==> src/hw/rif_defines.svh <==
// offsets, field positions, reset values and timing for the remote input block
`ifndef RIF_DEFINES_SVH
`define RIF_DEFINES_SVH

`define RIF_FUNC_BASE 8'h00
`define RIF_FUNC_STEP 8'h04
`define RIF_LEVEL_OFS 8'h14
`define RIF_STATUS_OFS 8'h18

`define RIF_FUNC_LSB 0
`define RIF_FUNC_MSB 4
`define RIF_LEVEL_MSB 3
`define RIF_ST_ACT_LSB 0
`define RIF_ST_FRONT_BIT 4
`define RIF_ST_PEAK_BIT 5
`define RIF_ST_VALLEY_BIT 6
`define RIF_ST_TOGNEXT_BIT 7

`define RIF_LEVEL_RST 4'h0

`define RIF_CLK_HZ 64'd200000000
`define RIF_MSG_PERIOD_S 64'd8
`define RIF_MEM_SHOW_S 64'd20
`define RIF_CLR_HOLD_S 64'd2
`define RIF_MSG_SHOW_MS 64'd1000
`define RIF_TAG_SHOW_MS 64'd1000

`endif

==> src/hw/rif_pkg.sv <==
// types shared by the remote input function block
package rif_pkg;

  typedef enum logic [4:0] {
    RIF_FN_NONE,
    RIF_FN_PEAK_HOLD,
    RIF_FN_DISP_HOLD,
    RIF_FN_PEAK_MEMORY_SETTING,
    RIF_FN_VALLEY_MEMORY_SETTING,
    RIF_FN_PEAK_VALLEY_TOGGLE_SETTING,
    RIF_FN_ALARM_ACK_SETTING,
    RIF_FN_SETUP_GATE_SETTING,
    RIF_FN_BTN_P,
    RIF_FN_BTN_F,
    RIF_FN_BTN_UP,
    RIF_FN_BTN_DOWN,
    RIF_FN_DULL,
    RIF_FN_TOTAL_ZERO_SETTING,
    RIF_FN_GTOTAL_RESET,
    RIF_FN_INHIBIT,
    RIF_FN_TOTAL_PRESET_SETTING
  } rif_func_e;

  typedef enum logic [1:0] {
    RIF_MV_IDLE,
    RIF_MV_TAG,
    RIF_MV_SHOW
  } rif_mv_e;

  typedef struct packed {
    logic peak_hold;
    logic disp_hold;
    logic peak_msg;
    logic hold_msg;
    logic show_peak;
    logic show_valley;
    logic tag_peak;
    logic tag_valley;
    logic reset_msg;
    logic clr_peak;
    logic clr_valley;
    logic dull;
  } rif_disp_s;

  typedef struct packed {
    logic zero;
    logic gzero;
    logic preset;
    logic inhibit;
  } rif_total_s;

  typedef struct packed {
    logic p;
    logic f;
    logic up;
    logic down;
  } rif_btn_s;

endpackage : rif_pkg

==> src/hw/rif_in_chan.sv <==
// one input channel: synchroniser, active level, edge and long-hold detect
`timescale 1ns/10ps
module rif_in_chan #(
  parameter int CW = 35,
  parameter logic [CW-1:0] CLR_CYC = '1
) (
  input wire logic i_clk,
  input wire logic i_rstn,
  input wire logic i_ce,
  input wire logic i_pin,
  input wire logic i_act_high,
  output logic o_act,
  output logic o_rise,
  output logic o_long
);

  logic [1:0] sync_q;
  // sync resets to 0, not the idle level; mask until it holds a real sample
  logic [1:0] fill_q;
  logic act_q;
  logic rise_q;
  logic long_q;
  logic [CW-1:0] cnt_q;
  wire active_w = fill_q[1] & (sync_q[1] == i_act_high);
  wire cnt_top_w = (cnt_q == CLR_CYC);

  // only sync_q[1] is ever read downstream
  always_ff @(posedge i_clk or negedge i_rstn) begin
    if (!i_rstn) begin
      sync_q <= 2'h0;
      fill_q <= 2'h0;
      act_q <= 1'b0;
      rise_q <= 1'b0;
      long_q <= 1'b0;
      cnt_q <= '0;
    end else if (i_ce) begin
      sync_q <= {sync_q[0], i_pin};
      fill_q <= {fill_q[0], 1'b1};
      act_q <= active_w;
      rise_q <= active_w & ~act_q;
      long_q <= active_w & (cnt_q == CLR_CYC - CW'(1));
      if (!active_w) begin
        cnt_q <= '0;
      end else if (!cnt_top_w) begin
        cnt_q <= cnt_q + CW'(1);
      end
    end
  end

  assign o_act = act_q;
  assign o_rise = rise_q;
  assign o_long = long_q;

endmodule : rif_in_chan

==> src/hw/rif_top.sv <==
// remote input function handler with ahb-lite configuration slave
//
// Design decisions made here: the AHB-Lite slave port and the placing of the registers.
`timescale 1ns/10ps
`include "rif_defines.svh"
module rif_top #(
  parameter int NREM = 4,
  parameter int CW = 35,
  parameter logic [CW-1:0] MSG_PERIOD_CYC =
    CW'(`RIF_MSG_PERIOD_S * `RIF_CLK_HZ),
  parameter logic [CW-1:0] MSG_SHOW_CYC =
    CW'(`RIF_MSG_SHOW_MS * `RIF_CLK_HZ / 64'd1000),
  parameter logic [CW-1:0] MEM_SHOW_CYC =
    CW'(`RIF_MEM_SHOW_S * `RIF_CLK_HZ),
  parameter logic [CW-1:0] CLR_HOLD_CYC =
    CW'(`RIF_CLR_HOLD_S * `RIF_CLK_HZ),
  parameter logic [CW-1:0] TAG_SHOW_CYC =
    CW'(`RIF_TAG_SHOW_MS * `RIF_CLK_HZ / 64'd1000)
) (
  input wire logic i_sys_clk,
  input wire logic i_rstn,
  input wire logic i_ce,
  input wire logic [NREM-1:0] i_remote,
  input wire logic i_front_p,
  input wire logic i_hsel,
  input wire logic [31:0] i_haddr,
  input wire logic [1:0] i_htrans,
  input wire logic i_hwrite,
  input wire logic [2:0] i_hsize,
  input wire logic [31:0] i_hwdata,
  input wire logic i_hready,
  output logic [31:0] o_hrdata,
  output logic o_hreadyout,
  output logic o_hresp,
  output rif_pkg::rif_disp_s o_disp,
  output rif_pkg::rif_total_s o_total,
  output rif_pkg::rif_btn_s o_btn,
  output logic o_alarm_ack,
  output logic o_setup_gate
);

  localparam int NCH = NREM + 1;
  localparam int NFN = 17;

  // reset release through two flops; not gated by clock enable
  logic [1:0] rst_sync_q;
  always_ff @(posedge i_sys_clk or negedge i_rstn) begin
    if (!i_rstn) begin
      rst_sync_q <= 2'h0;
    end else begin
      rst_sync_q <= {rst_sync_q[0], 1'b1};
    end
  end
  wire rst_n = rst_sync_q[1];

  // configuration state
  rif_pkg::rif_func_e func_q [NCH];
  logic [NREM-1:0] level_q;

  // channels: remote inputs first, front button last
  logic [NCH-1:0] ch_act;
  logic [NCH-1:0] ch_rise;
  logic [NCH-1:0] ch_long;
  wire [NCH-1:0] ch_pin = {i_front_p, i_remote};
  wire [NCH-1:0] ch_high = {1'b1, level_q};

  logic [NFN-1:0] acc_act [NCH+1];
  logic [NFN-1:0] acc_rise [NCH+1];
  logic [NFN-1:0] acc_long [NCH+1];
  assign acc_act[0] = '0;
  assign acc_rise[0] = '0;
  assign acc_long[0] = '0;

  genvar gi;
  generate
    for (gi = 0; gi < NCH; gi++) begin : g_ch
      wire [NFN-1:0] hot_w = {{(NFN-1){1'b0}}, 1'b1} << func_q[gi];
      rif_in_chan #(
        .CW(CW),
        .CLR_CYC(CLR_HOLD_CYC)
      ) u_chan (
        .i_clk(i_sys_clk),
        .i_rstn(rst_n),
        .i_ce(i_ce),
        .i_pin(ch_pin[gi]),
        .i_act_high(ch_high[gi]),
        .o_act(ch_act[gi]),
        .o_rise(ch_rise[gi]),
        .o_long(ch_long[gi])
      );
      assign acc_act[gi+1] = acc_act[gi] | (ch_act[gi] ? hot_w : '0);
      assign acc_rise[gi+1] = acc_rise[gi] | (ch_rise[gi] ? hot_w : '0);
      assign acc_long[gi+1] = acc_long[gi] | (ch_long[gi] ? hot_w : '0);
    end
  endgenerate

  // per function, any channel selecting it; none bit is never read
  wire [NFN-1:0] fn_act = acc_act[NCH];
  wire [NFN-1:0] fn_rise = acc_rise[NCH];
  wire [NFN-1:0] fn_long = acc_long[NCH];

  wire act_phold = fn_act[rif_pkg::RIF_FN_PEAK_HOLD];
  wire act_dhold = fn_act[rif_pkg::RIF_FN_DISP_HOLD];
  wire act_pmem = fn_act[rif_pkg::RIF_FN_PEAK_MEMORY_SETTING];
  wire act_vmem = fn_act[rif_pkg::RIF_FN_VALLEY_MEMORY_SETTING];
  wire act_tog = fn_act[rif_pkg::RIF_FN_PEAK_VALLEY_TOGGLE_SETTING];
  wire rise_pmem = fn_rise[rif_pkg::RIF_FN_PEAK_MEMORY_SETTING];
  wire rise_vmem = fn_rise[rif_pkg::RIF_FN_VALLEY_MEMORY_SETTING];
  wire rise_tog = fn_rise[rif_pkg::RIF_FN_PEAK_VALLEY_TOGGLE_SETTING];
  wire long_pmem = fn_long[rif_pkg::RIF_FN_PEAK_MEMORY_SETTING];
  wire long_vmem = fn_long[rif_pkg::RIF_FN_VALLEY_MEMORY_SETTING];
  wire long_tog = fn_long[rif_pkg::RIF_FN_PEAK_VALLEY_TOGGLE_SETTING];
  wire any_mem_act = act_pmem | act_vmem | act_tog;

  // hold message cadence: message at start of each period while held
  logic [CW-1:0] pmsg_cnt_q;
  logic [CW-1:0] dmsg_cnt_q;
  wire pmsg_wrap = (pmsg_cnt_q == MSG_PERIOD_CYC - CW'(1));
  wire dmsg_wrap = (dmsg_cnt_q == MSG_PERIOD_CYC - CW'(1));
  wire pmsg_on = act_phold & (pmsg_cnt_q < MSG_SHOW_CYC);
  wire dmsg_on = act_dhold & (dmsg_cnt_q < MSG_SHOW_CYC);

  always_ff @(posedge i_sys_clk or negedge rst_n) begin
    if (!rst_n) begin
      pmsg_cnt_q <= '0;
      dmsg_cnt_q <= '0;
    end else if (i_ce) begin
      pmsg_cnt_q <= (!act_phold || pmsg_wrap) ? '0 : pmsg_cnt_q + CW'(1);
      dmsg_cnt_q <= (!act_dhold || dmsg_wrap) ? '0 : dmsg_cnt_q + CW'(1);
    end
  end

  // memory viewer; peak input wins over valley over toggle on a tie
  rif_pkg::rif_mv_e mv_state_q;
  rif_pkg::rif_mv_e mv_state_d;
  logic mv_valley_q;
  logic mv_valley_d;
  logic tog_next_q;
  logic tog_next_d;
  logic [CW-1:0] mv_tmr_q;
  logic [CW-1:0] mv_tmr_d;
  logic [CW-1:0] rmsg_tmr_q;
  wire mv_tmr_zero = (mv_tmr_q == '0);
  wire any_long = long_pmem | long_vmem | long_tog;
  wire clr_peak_w = long_pmem | (long_tog & ~mv_valley_q);
  wire clr_valley_w = long_vmem | (long_tog & mv_valley_q);

  always_comb begin
    mv_state_d = mv_state_q;
    mv_valley_d = mv_valley_q;
    tog_next_d = tog_next_q;
    mv_tmr_d = mv_tmr_zero ? '0 : mv_tmr_q - CW'(1);
    if (rise_pmem) begin
      mv_state_d = rif_pkg::RIF_MV_SHOW;
      mv_valley_d = 1'b0;
      mv_tmr_d = MEM_SHOW_CYC;
    end else if (rise_vmem) begin
      mv_state_d = rif_pkg::RIF_MV_SHOW;
      mv_valley_d = 1'b1;
      mv_tmr_d = MEM_SHOW_CYC;
    end else if (rise_tog) begin
      mv_state_d = rif_pkg::RIF_MV_TAG;
      mv_valley_d = tog_next_q;
      tog_next_d = ~tog_next_q;
      // timer runs down to zero inclusive, so load one less
      mv_tmr_d = TAG_SHOW_CYC - CW'(1);
    end else begin
      case (mv_state_q)
        rif_pkg::RIF_MV_IDLE: begin
          mv_tmr_d = '0;
        end
        rif_pkg::RIF_MV_TAG: begin
          if (mv_tmr_zero) begin
            mv_state_d = rif_pkg::RIF_MV_SHOW;
            mv_tmr_d = MEM_SHOW_CYC;
          end
        end
        rif_pkg::RIF_MV_SHOW: begin
          // timeout runs from release, so a held input keeps showing
          if (any_mem_act) begin
            mv_tmr_d = MEM_SHOW_CYC;
          end else if (mv_tmr_zero) begin
            mv_state_d = rif_pkg::RIF_MV_IDLE;
          end
        end
        default: begin
          mv_state_d = rif_pkg::RIF_MV_IDLE;
          mv_tmr_d = '0;
        end
      endcase
    end
  end

  always_ff @(posedge i_sys_clk or negedge rst_n) begin
    if (!rst_n) begin
      mv_state_q <= rif_pkg::RIF_MV_IDLE;
      mv_valley_q <= 1'b0;
      tog_next_q <= 1'b0;
      mv_tmr_q <= '0;
      rmsg_tmr_q <= '0;
    end else if (i_ce) begin
      mv_state_q <= mv_state_d;
      mv_valley_q <= mv_valley_d;
      tog_next_q <= tog_next_d;
      mv_tmr_q <= mv_tmr_d;
      if (any_long) begin
        rmsg_tmr_q <= MSG_SHOW_CYC;
      end else if (rmsg_tmr_q != '0) begin
        rmsg_tmr_q <= rmsg_tmr_q - CW'(1);
      end
    end
  end

  wire showing = (mv_state_q == rif_pkg::RIF_MV_SHOW);
  wire tagging = (mv_state_q == rif_pkg::RIF_MV_TAG);

  // registered outputs
  rif_pkg::rif_disp_s disp_q;
  rif_pkg::rif_disp_s disp_d;
  rif_pkg::rif_total_s total_q;
  rif_pkg::rif_total_s total_d;
  rif_pkg::rif_btn_s btn_q;
  rif_pkg::rif_btn_s btn_d;
  logic ack_q;
  logic gate_q;

  assign disp_d.peak_hold = act_phold;
  assign disp_d.disp_hold = act_dhold;
  assign disp_d.peak_msg = pmsg_on;
  assign disp_d.hold_msg = dmsg_on;
  assign disp_d.show_peak = showing & ~mv_valley_q;
  assign disp_d.show_valley = showing & mv_valley_q;
  assign disp_d.tag_peak = tagging & ~mv_valley_q;
  assign disp_d.tag_valley = tagging & mv_valley_q;
  assign disp_d.reset_msg = (rmsg_tmr_q != '0);
  assign disp_d.clr_peak = clr_peak_w;
  assign disp_d.clr_valley = clr_valley_w;
  assign disp_d.dull = fn_act[rif_pkg::RIF_FN_DULL];
  assign total_d.zero = fn_rise[rif_pkg::RIF_FN_TOTAL_ZERO_SETTING];
  assign total_d.gzero = fn_rise[rif_pkg::RIF_FN_GTOTAL_RESET];
  assign total_d.preset =
    fn_rise[rif_pkg::RIF_FN_TOTAL_PRESET_SETTING];
  assign total_d.inhibit = fn_act[rif_pkg::RIF_FN_INHIBIT];
  assign btn_d.p = fn_act[rif_pkg::RIF_FN_BTN_P];
  assign btn_d.f = fn_act[rif_pkg::RIF_FN_BTN_F];
  assign btn_d.up = fn_act[rif_pkg::RIF_FN_BTN_UP];
  assign btn_d.down = fn_act[rif_pkg::RIF_FN_BTN_DOWN];
  // one pulse reaches every alarm that wants acknowledgement
  wire ack_d = fn_rise[rif_pkg::RIF_FN_ALARM_ACK_SETTING];
  wire gate_d = fn_act[rif_pkg::RIF_FN_SETUP_GATE_SETTING];

  // clear pulses sit high in reset so memories start empty after power up
  always_ff @(posedge i_sys_clk or negedge rst_n) begin
    if (!rst_n) begin
      disp_q <= '0;
      disp_q.clr_peak <= 1'b1;
      disp_q.clr_valley <= 1'b1;
      total_q <= '0;
      btn_q <= '0;
      ack_q <= 1'b0;
      gate_q <= 1'b0;
    end else if (i_ce) begin
      disp_q <= disp_d;
      total_q <= total_d;
      btn_q <= btn_d;
      ack_q <= ack_d;
      gate_q <= gate_d;
    end
  end

  assign o_disp = disp_q;
  assign o_total = total_q;
  assign o_btn = btn_q;
  assign o_alarm_ack = ack_q;
  assign o_setup_gate = gate_q;

  // ahb-lite slave, zero wait states, always okay
  logic wr_q;
  logic [7:0] waddr_q;
  logic [31:0] hrdata_q;
  logic hready_q;
  wire take = i_hsel & i_hready & i_htrans[1];
  wire [7:0] raddr = i_haddr[7:0];
  wire [5:0] ridx = raddr[7:2];
  wire [5:0] widx = waddr_q[7:2];
  wire [5:0] func_base_idx = 6'(`RIF_FUNC_BASE >> 2);
  wire [5:0] level_idx = 6'(`RIF_LEVEL_OFS >> 2);
  wire [5:0] status_idx = 6'(`RIF_STATUS_OFS >> 2);
  wire r_func = (ridx >= func_base_idx) &&
    (ridx < func_base_idx + 6'(NCH));
  wire [5:0] r_fsel = ridx - func_base_idx;
  wire [5:0] w_fsel = widx - func_base_idx;
  wire w_func = wr_q && (widx >= func_base_idx) &&
    (widx < func_base_idx + 6'(NCH));
  wire w_level = wr_q && (widx == level_idx);

  wire [31:0] status_w = {24'h000000, tog_next_q, disp_q.show_valley,
    disp_q.show_peak, ch_act[NREM], ch_act[NREM-1:0]};
  wire [31:0] rd_mux =
    r_func ? {27'h0000000, func_q[r_fsel[2:0]]} :
    (ridx == level_idx) ? {{(32-NREM){1'b0}}, level_q} :
    (ridx == status_idx) ? status_w :
    32'h00000000;

  always_ff @(posedge i_sys_clk or negedge rst_n) begin
    if (!rst_n) begin
      wr_q <= 1'b0;
      waddr_q <= 8'h00;
      hrdata_q <= 32'h00000000;
      hready_q <= 1'b0;
      level_q <= NREM'(`RIF_LEVEL_RST);
    end else if (i_ce) begin
      hready_q <= 1'b1;
      wr_q <= take & i_hwrite;
      waddr_q <= raddr;
      hrdata_q <= (take & ~i_hwrite) ? rd_mux : 32'h00000000;
      if (w_level) begin
        level_q <= i_hwdata[NREM-1:0];
      end
    end
  end

  generate
    for (gi = 0; gi < NCH; gi++) begin : g_func
      always_ff @(posedge i_sys_clk or negedge rst_n) begin
        if (!rst_n) begin
          func_q[gi] <= rif_pkg::RIF_FN_NONE;
        end else if (i_ce && w_func && (w_fsel == 6'(gi))) begin
          func_q[gi] <= rif_pkg::rif_func_e'(
            i_hwdata[`RIF_FUNC_MSB:`RIF_FUNC_LSB]);
        end
      end
    end
  endgenerate

  assign o_hrdata = hrdata_q;
  assign o_hreadyout = hready_q;
  assign o_hresp = 1'b0;

endmodule : rif_top

==> config.mk <==
export PLATFORM = sky130hd
export DESIGN_NAME = rif_top
export DESIGN_NICKNAME = d
export VERILOG_FILES = /design/src/hw/rif_pkg.sv /design/src/hw/rif_in_chan.sv /design/src/hw/rif_top.sv
export VERILOG_INCLUDE_DIRS = /design/src /design/src/hw
export SDC_FILE = /design/constraint.sdc
export NUM_CORES = 1
export LEC_CHECK = 0
export BUFFER_PORTS_ARGS = -buffer_cell sky130_fd_sc_hd__buf_4
export CAP_MARGIN = 20
export CORE_MARGIN = 2
export CORE_UTILIZATION = 49
export DETAILED_ROUTE_END_ITERATION = 7
export MAX_ROUTING_LAYER = met4
export PLACE_DENSITY = 0.67
export SLEW_MARGIN = 15
export SYNTH_ARGS = -nofsm -noshare
export SYNTH_HDL_FRONTEND = slang
export SYNTH_SLANG_ARGS = --single-unit
==> constraint.sdc <==
create_clock -name i_sys_clk -period 17.25 [get_ports i_sys_clk]
set_clock_uncertainty 0.05 [all_clocks]
set_input_delay 1.725 -clock i_sys_clk [delete_from_list [all_inputs] [get_ports i_sys_clk]]
set_output_delay 1.725 -clock i_sys_clk [all_outputs]
set_load 0.03 [all_outputs]
# Yosys cells after proc, flatten, opt, wreduce, memory -nomap -nowiden
# Index checks and enable logic that the tools add are counted.
# op_classes
addsub	9
multipliers	0
div_mod_pow	0
n_lt_le_gt_ge	7
eq_ne	34
shifts	5
muxes	53
n_bitwise	56
reduce_logical	30
# ops
op	n
2-to-1 mux 35 bit	20
== test 35 x 29 -> 1 bit, second input constant	10
adder 35 x 1 -> 35 bit, second input constant	7
2-to-1 mux 17 bit	5
left shift 1 x 5 -> 17 bit, first input constant	5
2-to-1 mux 16 bit	5
== test 35 x 31 -> 1 bit, second input constant	2
less-than comparator 35 x 28 -> 1 bit, second input constant	2
case mux 35 bit (2 select lines)	1
subtractor 35 x 1 -> 35 bit, second input constant	2
OR 17 bit	4
OR 16 bit	4
logical NOT 35 bit	1
nonzero test 35 bit	1
2-to-1 mux 8 bit	4
2-to-1 mux 6 bit	5
AND 1 bit	27
== test 6 x 3 -> 1 bit, second input constant	4
OR 6 bit	4
AND reduction 2 bit	8
binary-select mux 5 bit (select 3 bit)	1
!= test 5 bit, second input constant	3
== test 6 x 2 -> 1 bit, second input constant	2
greater-or-equal comparator 6 x 1 -> 1 bit, second input constant	2
24 further kinds	65
# totals
register_bits	449
latchBits	0
ramBits	0
romBits	0
inputBits	80
output_inout_bits	56
wordCells	264
n_memories	0

# Longest topological paths before layout
# logic_depth
depth_word	13
ltp_mapped	10
depth_no_buf	9

# Hierarchy
# A second synthesis with hierarchy kept.
# hier_totals
cells_unflattened	2782
area_unflattened_um2	25112.8
# modules_own_cells
mod	n_inst	cells_each	area_each_um2	seq_area_each_um2
rif_top	1	1337	12131.6	5332.6
rif_in_chan at g_ch[0].u_chan ...	4	291	2625.0	1051.0
rif_in_chan at g_ch[4].u_chan	1	281	2481.1	1051.0

# Worst setup path before layout
# No wires, ideal clock.
# synth_path
path_type	input-to-reg
start	input port i_ce
end	register g_ch[1].u_chan.cnt_q[34]
setup_ns	0.132
arrival_ns	3.287
t_required_ns	17.068
setup_slack_ns	13.781
cell_stages	8
path_buffers	1
path_cell_list	nand2_1 nor4_2 and3_1 and3_1 clkbuf_2 or3b_2 xor2_1 nor2_1
# synth_via
elab_chain_cells	1
# synth_lines
element	line	rtl
start, declared	rif_top.sv:22	input wire logic i_ce,
AND reduction 2 bit (no source line)	--	
end signal, assigned	rif_in_chan.sv:45	cnt_q <= cnt_q + CW'(1);
end, declared	rif_in_chan.sv:23	logic [CW-1:0] cnt_q;
# No other way between the ends.
# A chain may end at the register's enable or synchronous reset.

# Worst setup path in the final report
# layout_path
start	input port i_ce
end	register func_q[0] in the netlist's numbering
# layout_via
elab_chain_cells	2
# layout_lines
element	line	rtl
logical AND 1 bit (2 in a row)	rif_top.sv:328	end else if (i_ce && w_func && (w_fsel == 6'(gi))) begin
end signal, assigned by index	rif_top.sv:327	func_q[gi] <= rif_pkg::RIF_FN_NONE;
end signal, assigned by index	rif_top.sv:329	func_q[gi] <= rif_pkg::rif_func_e'(
end, declared	rif_top.sv:57	rif_pkg::rif_func_e func_q [NCH];
# No other way between the ends.

==> metrics.csv <==
stage,metric,value,unit
outcome,run status,finished clean,
cts,number of buffers added by the clock tree synthesis step,46,
drt,antenna violation net count after detailed routing,0,
critical_path,largest incremental delay on the critical path,680,ps
layout,number of standard cells in the final layout excluding fillers,3066,
placed_design,number of buffers inserted by port buffering,53,
drt,final WL,54.0,mm
floorplanning,die extent in x,218,um
floorplanning,area enclosed by the die boundary,47300,um^2
synth,number of enable flip-flop cells after synthesis,0,
sta,final critical-path required period,4480,ps
synth,number of unique standard cell types used by synthesis,88,
grt,largest net degree at the start of global routing,85,
sta,final clock period utilization by the worst path,26.0,%
synth,warning count from the yosys run,0,
cts,Root Driver,sky130_fd_sc_hd__clkbuf_16,
cts,source-to-sink clock delay at the later pin of the worst-skew pair,600,ps
sta,f_max,223,MHz
cts,number of hold-repair buffers added at the cts stage,0,
grt,antenna violations before repair,1,
layout,combined area of the multi-input logic cells,11300,um^2
layout,layout cells sized above 1,10.8,%
grt,met1 usage in global routing,33.0,%
pwr,worst voltage drop across the vdd grid,0.0796,mV
floorplanning,area of the core,45200,um^2
pwr,Leakage Power,10.7,nW
synth,area share of the largest cell type after synthesis,46.2,%
cts,Max H-tree Level,2,
critical_path,critical path cell sequence,buf_4 > inv_2 > buf_4 > nor4b_1 > nor3b_1 > nand3_1 > mux2_2,
cts,CTS tree,yes,
grt,number of global-route vias before repair,17600,
synth,post-synthesis sequential area ratio,46.4,%
synth,post-synthesis instance area,22300,um^2
floorplanning,Initial Util,49.4,%
critical_path,required time reported for the critical path endpoint,17670,ps
drt,count of vias placed by the detailed router,18000,
grt,busiest layer in global routing,met2,
synth,number of standard cells after synthesis,2398,
placed_design,routability cong.,0.938,
drt,routed length per placed instance,17.6,um
synth,Async SR Flop Fraction,100,%
cts,number of setup buffers added after CTS,0,
layout,fill cell count,4052,
min_path,class of the worst hold path,register to asynchronous set/reset pin,
job,maximum capacitance violations,0,
cts,clk buf depth,3,
grt,met3 usage in global routing,3.21,%
cts,post-cts resize count,0,
grt,GR Util All Layers,24.0,%
synth,mean post-synth cell area,9.32,um^2
critical_path,crit path DAT,4900,ps
drt,detail-routed via count per cell,5.86,
drt,DR pass1 iterations,6,
floorplanning,boundary pin count,136,
critical_path,path type of the worst setup path,input port to register,
critical_path,Crit-path slowest cell,sky130_fd_sc_hd__nor4b_1,
layout,post-synthesis to final-layout area growth,11.2,%
sta,slew of the pin with the lowest slew margin,1050,ps
placed_design,post-detailed-placement half-perimeter wirelength,36.9,mm
grt,first-pass GRT wire length,90.8,mm
synth,count of state elements after synthesis,414,
critical_path,CP Max Fanout,53,
synth,most area-consuming cells after synthesis,"sky130_fd_sc_hd__dfrtp_1, sky130_fd_sc_hd__nor2_1, sky130_fd_sc_hd__xor2_1",
critical_path,Worst path most repeated cell,sky130_fd_sc_hd__buf_4,
cts,clk sink count,414,
layout,Nets,2528,
critical_path,type of origin of the critical path,input port,
synth,dominant register cell in the synthesized netlist,sky130_fd_sc_hd__dfrtp_1,
floorplanning,DIE HEIGHT,218,um
synth,cell type with the largest total area after synthesis,sky130_fd_sc_hd__dfrtp_1,
sta,final number of hold-violating endpoints,0,
layout,Storage cell area,10400,um^2
pwr,power density normalized to cell area,99.2,nW/um^2
sta,setup TNS,0,ps
grt,met2 global-route usage,36.9,%
drt,drt initial violations,1371,
sta,count of final max-slew check failures,0,
placed_design,Cells after DPL,2979,
critical_path,Critical Path Sink Type,register,
grt,gr ovfl total,0,
sta,headroom to the max-slew limit,29.8,%
cts,"Reg clk slew, reported paths",60,ps
sta,unrepaired setup endpoints after global routing,false,
floorplanning,number of core rows,78,
sta,"Setup violations, final",0,
drt,post-detailed-route DRC marker count,0,
## sequential cells by signal, indices dropped and copies added (netlist names), 5 cells and up
name	cells
g_ch.u_chan.o_long	5
g_ch.u_chan.cnt_q	175
g_ch.u_chan.sync_q	10
o_disp	12
dmsg_cnt_q	35
g_ch.u_chan.o_rise	5
func_q	25
waddr_q	6
pmsg_cnt_q	35
rmsg_tmr_q	35
g_ch.u_chan.o_act	5
o_hrdata	8
mv_tmr_q	35
## layout by cell type, fill, tap and decap left out, types with 50 or more instances in the layout
master / netlist / routed
sky130_fd_sc_hd__o21ai_0: 123 / 123
sky130_fd_sc_hd__nor3_1: 86 / 86
sky130_fd_sc_hd__nand4_1: 71 / 71
sky130_fd_sc_hd__xnor2_1: 86 / 86
sky130_fd_sc_hd__buf_4: 26 / 74
sky130_fd_sc_hd__xor2_1: 125 / 125
sky130_fd_sc_hd__nand2_1: 192 / 192
sky130_fd_sc_hd__a21oi_1: 54 / 50
sky130_fd_sc_hd__inv_1: 57 / 56
sky130_fd_sc_hd__nor4_1: 50 / 50
sky130_fd_sc_hd__nand3_1: 132 / 132
sky130_fd_sc_hd__and3_1: 59 / 59
sky130_fd_sc_hd__dfrtp_1: 412 / 411
sky130_fd_sc_hd__nor2_1: 332 / 332
## path summary, 6_finish.rpt
check	from	slack, ps	cells past startpoint	to
min reg2reg	rst_sync_q[1]$_DFF_PN0_	270	0	g_ch[3].u_chan.sync_q[1]$_DFFE_PN0P_
max reg2reg	func_q[8]$_DFFE_PN0P_	13760	7	mv_tmr_q[28]$_DFFE_PN0P_
max	i_ce	12770	7	func_q[0]$_DFFE_PN0P_
min	rst_sync_q[1]$_DFF_PN0_	270	0	g_ch[3].u_chan.sync_q[1]$_DFFE_PN0P_
max in group asynchronous	rst_sync_q[1]$_DFF_PN0_	14060	4	mv_tmr_q[25]$_DFFE_PN0P_
min in group i_sys_clk	rst_sync_q[0]$_DFF_PN0_	320	0	rst_sync_q[1]$_DFF_PN0_
## layout make-up
class | count | share of cell area, %
Clock buffer | 63 | 5.30
Clock inverter | 20 | 1.02
Multi-Input combinational cell | 1832 | 45.6
Timing Repair Buffer | 79 | 2.46
Tap cell | 600 | 3.02
Inverter | 57 | 0.862
Antenna cell | 1 | 0.0101
Sequential cell | 414 | 41.7
## cell usage after synthesis (10+ instances only)
cell                        instances
sky130_fd_sc_hd__clkbuf_1          78
sky130_fd_sc_hd__inv_1             57
sky130_fd_sc_hd__ha_1              18
sky130_fd_sc_hd__nor4_1            50
sky130_fd_sc_hd__nor3_1            86
sky130_fd_sc_hd__a211o_1           10
sky130_fd_sc_hd__nand3_1          132
sky130_fd_sc_hd__nand3b_1          12
sky130_fd_sc_hd__xor2_1           125
sky130_fd_sc_hd__mux2_2            47
sky130_fd_sc_hd__and2_1            16
sky130_fd_sc_hd__nand2_1          192
sky130_fd_sc_hd__and4_1            18
sky130_fd_sc_hd__and3_1            59
sky130_fd_sc_hd__nor2_1           332
sky130_fd_sc_hd__or4_1             21
sky130_fd_sc_hd__dfrtp_1          412
sky130_fd_sc_hd__a21o_1            12
sky130_fd_sc_hd__a31oi_1           19
sky130_fd_sc_hd__buf_4             26
sky130_fd_sc_hd__or3_1             30
sky130_fd_sc_hd__or2_2             16
sky130_fd_sc_hd__nor2b_1           13
sky130_fd_sc_hd__nand4_1           71
sky130_fd_sc_hd__o21ai_0          123
sky130_fd_sc_hd__a21oi_1           54
sky130_fd_sc_hd__xnor2_1           86
sky130_fd_sc_hd__o2bb2ai_1         11
sky130_fd_sc_hd__o31ai_1           25
sky130_fd_sc_hd__o22ai_1           12
sky130_fd_sc_hd__nand2b_1          41
sky130_fd_sc_hd__nor4b_1           18
## cell families after synthesis
kind of cell             synth area share, %
AND/OR/NAND/NOR                         27.4
flip-flops                              46.4
AO/OA/AOI/OAI                           10.5
XOR/XNOR                                8.27
buffers and inverters                   3.47
multiplexers                            2.96
adder cells (fa/ha/maj)                 1.01
other                                 0.0336
## routing by layer
metal	part of all wire [%]	wire length (um)
met1	47	25100
met2	46	24900
met3	5.0	2710
met4	2.3	1220
met5	0	0
## power by group
part / total, mW / internal (mW) / leakage [nW] / switching, mW
sequential: 1.09 / 1.02 / 5.62 / 0.0643
clock: 1.02 / 0.611 / 0.784 / 0.412
combinational: 0.352 / 0.127 / 4.32 / 0.225
## worst max-delay path, delay by kind of cell
kind                   cells  cell delay [ps]
AND/OR/NAND/NOR            3             1490
buffers and inverters      3             1280
multiplexers               1              350
## through the flow
step | cell area (um^2) | power (mW) | hold slack, ps | setup slack [ps] | util [%]
detailed placement | 23200 | 1.45 | 295 | 12230 | 51.4
global placement | 23200 | 1.44 | 286 | 12290 | 51.4
floorplan | 22400 | 1.36 | 281 | 4810 | -
global route | 24800 | 2.58 | 325 | 12530 | 55.0
finish | 24800 | 2.46 | 274 | 12770 | 55.0
CTS | 24800 | 2.49 | 308 | 12860 | 54.9
(Power assumes the default switching activity.)
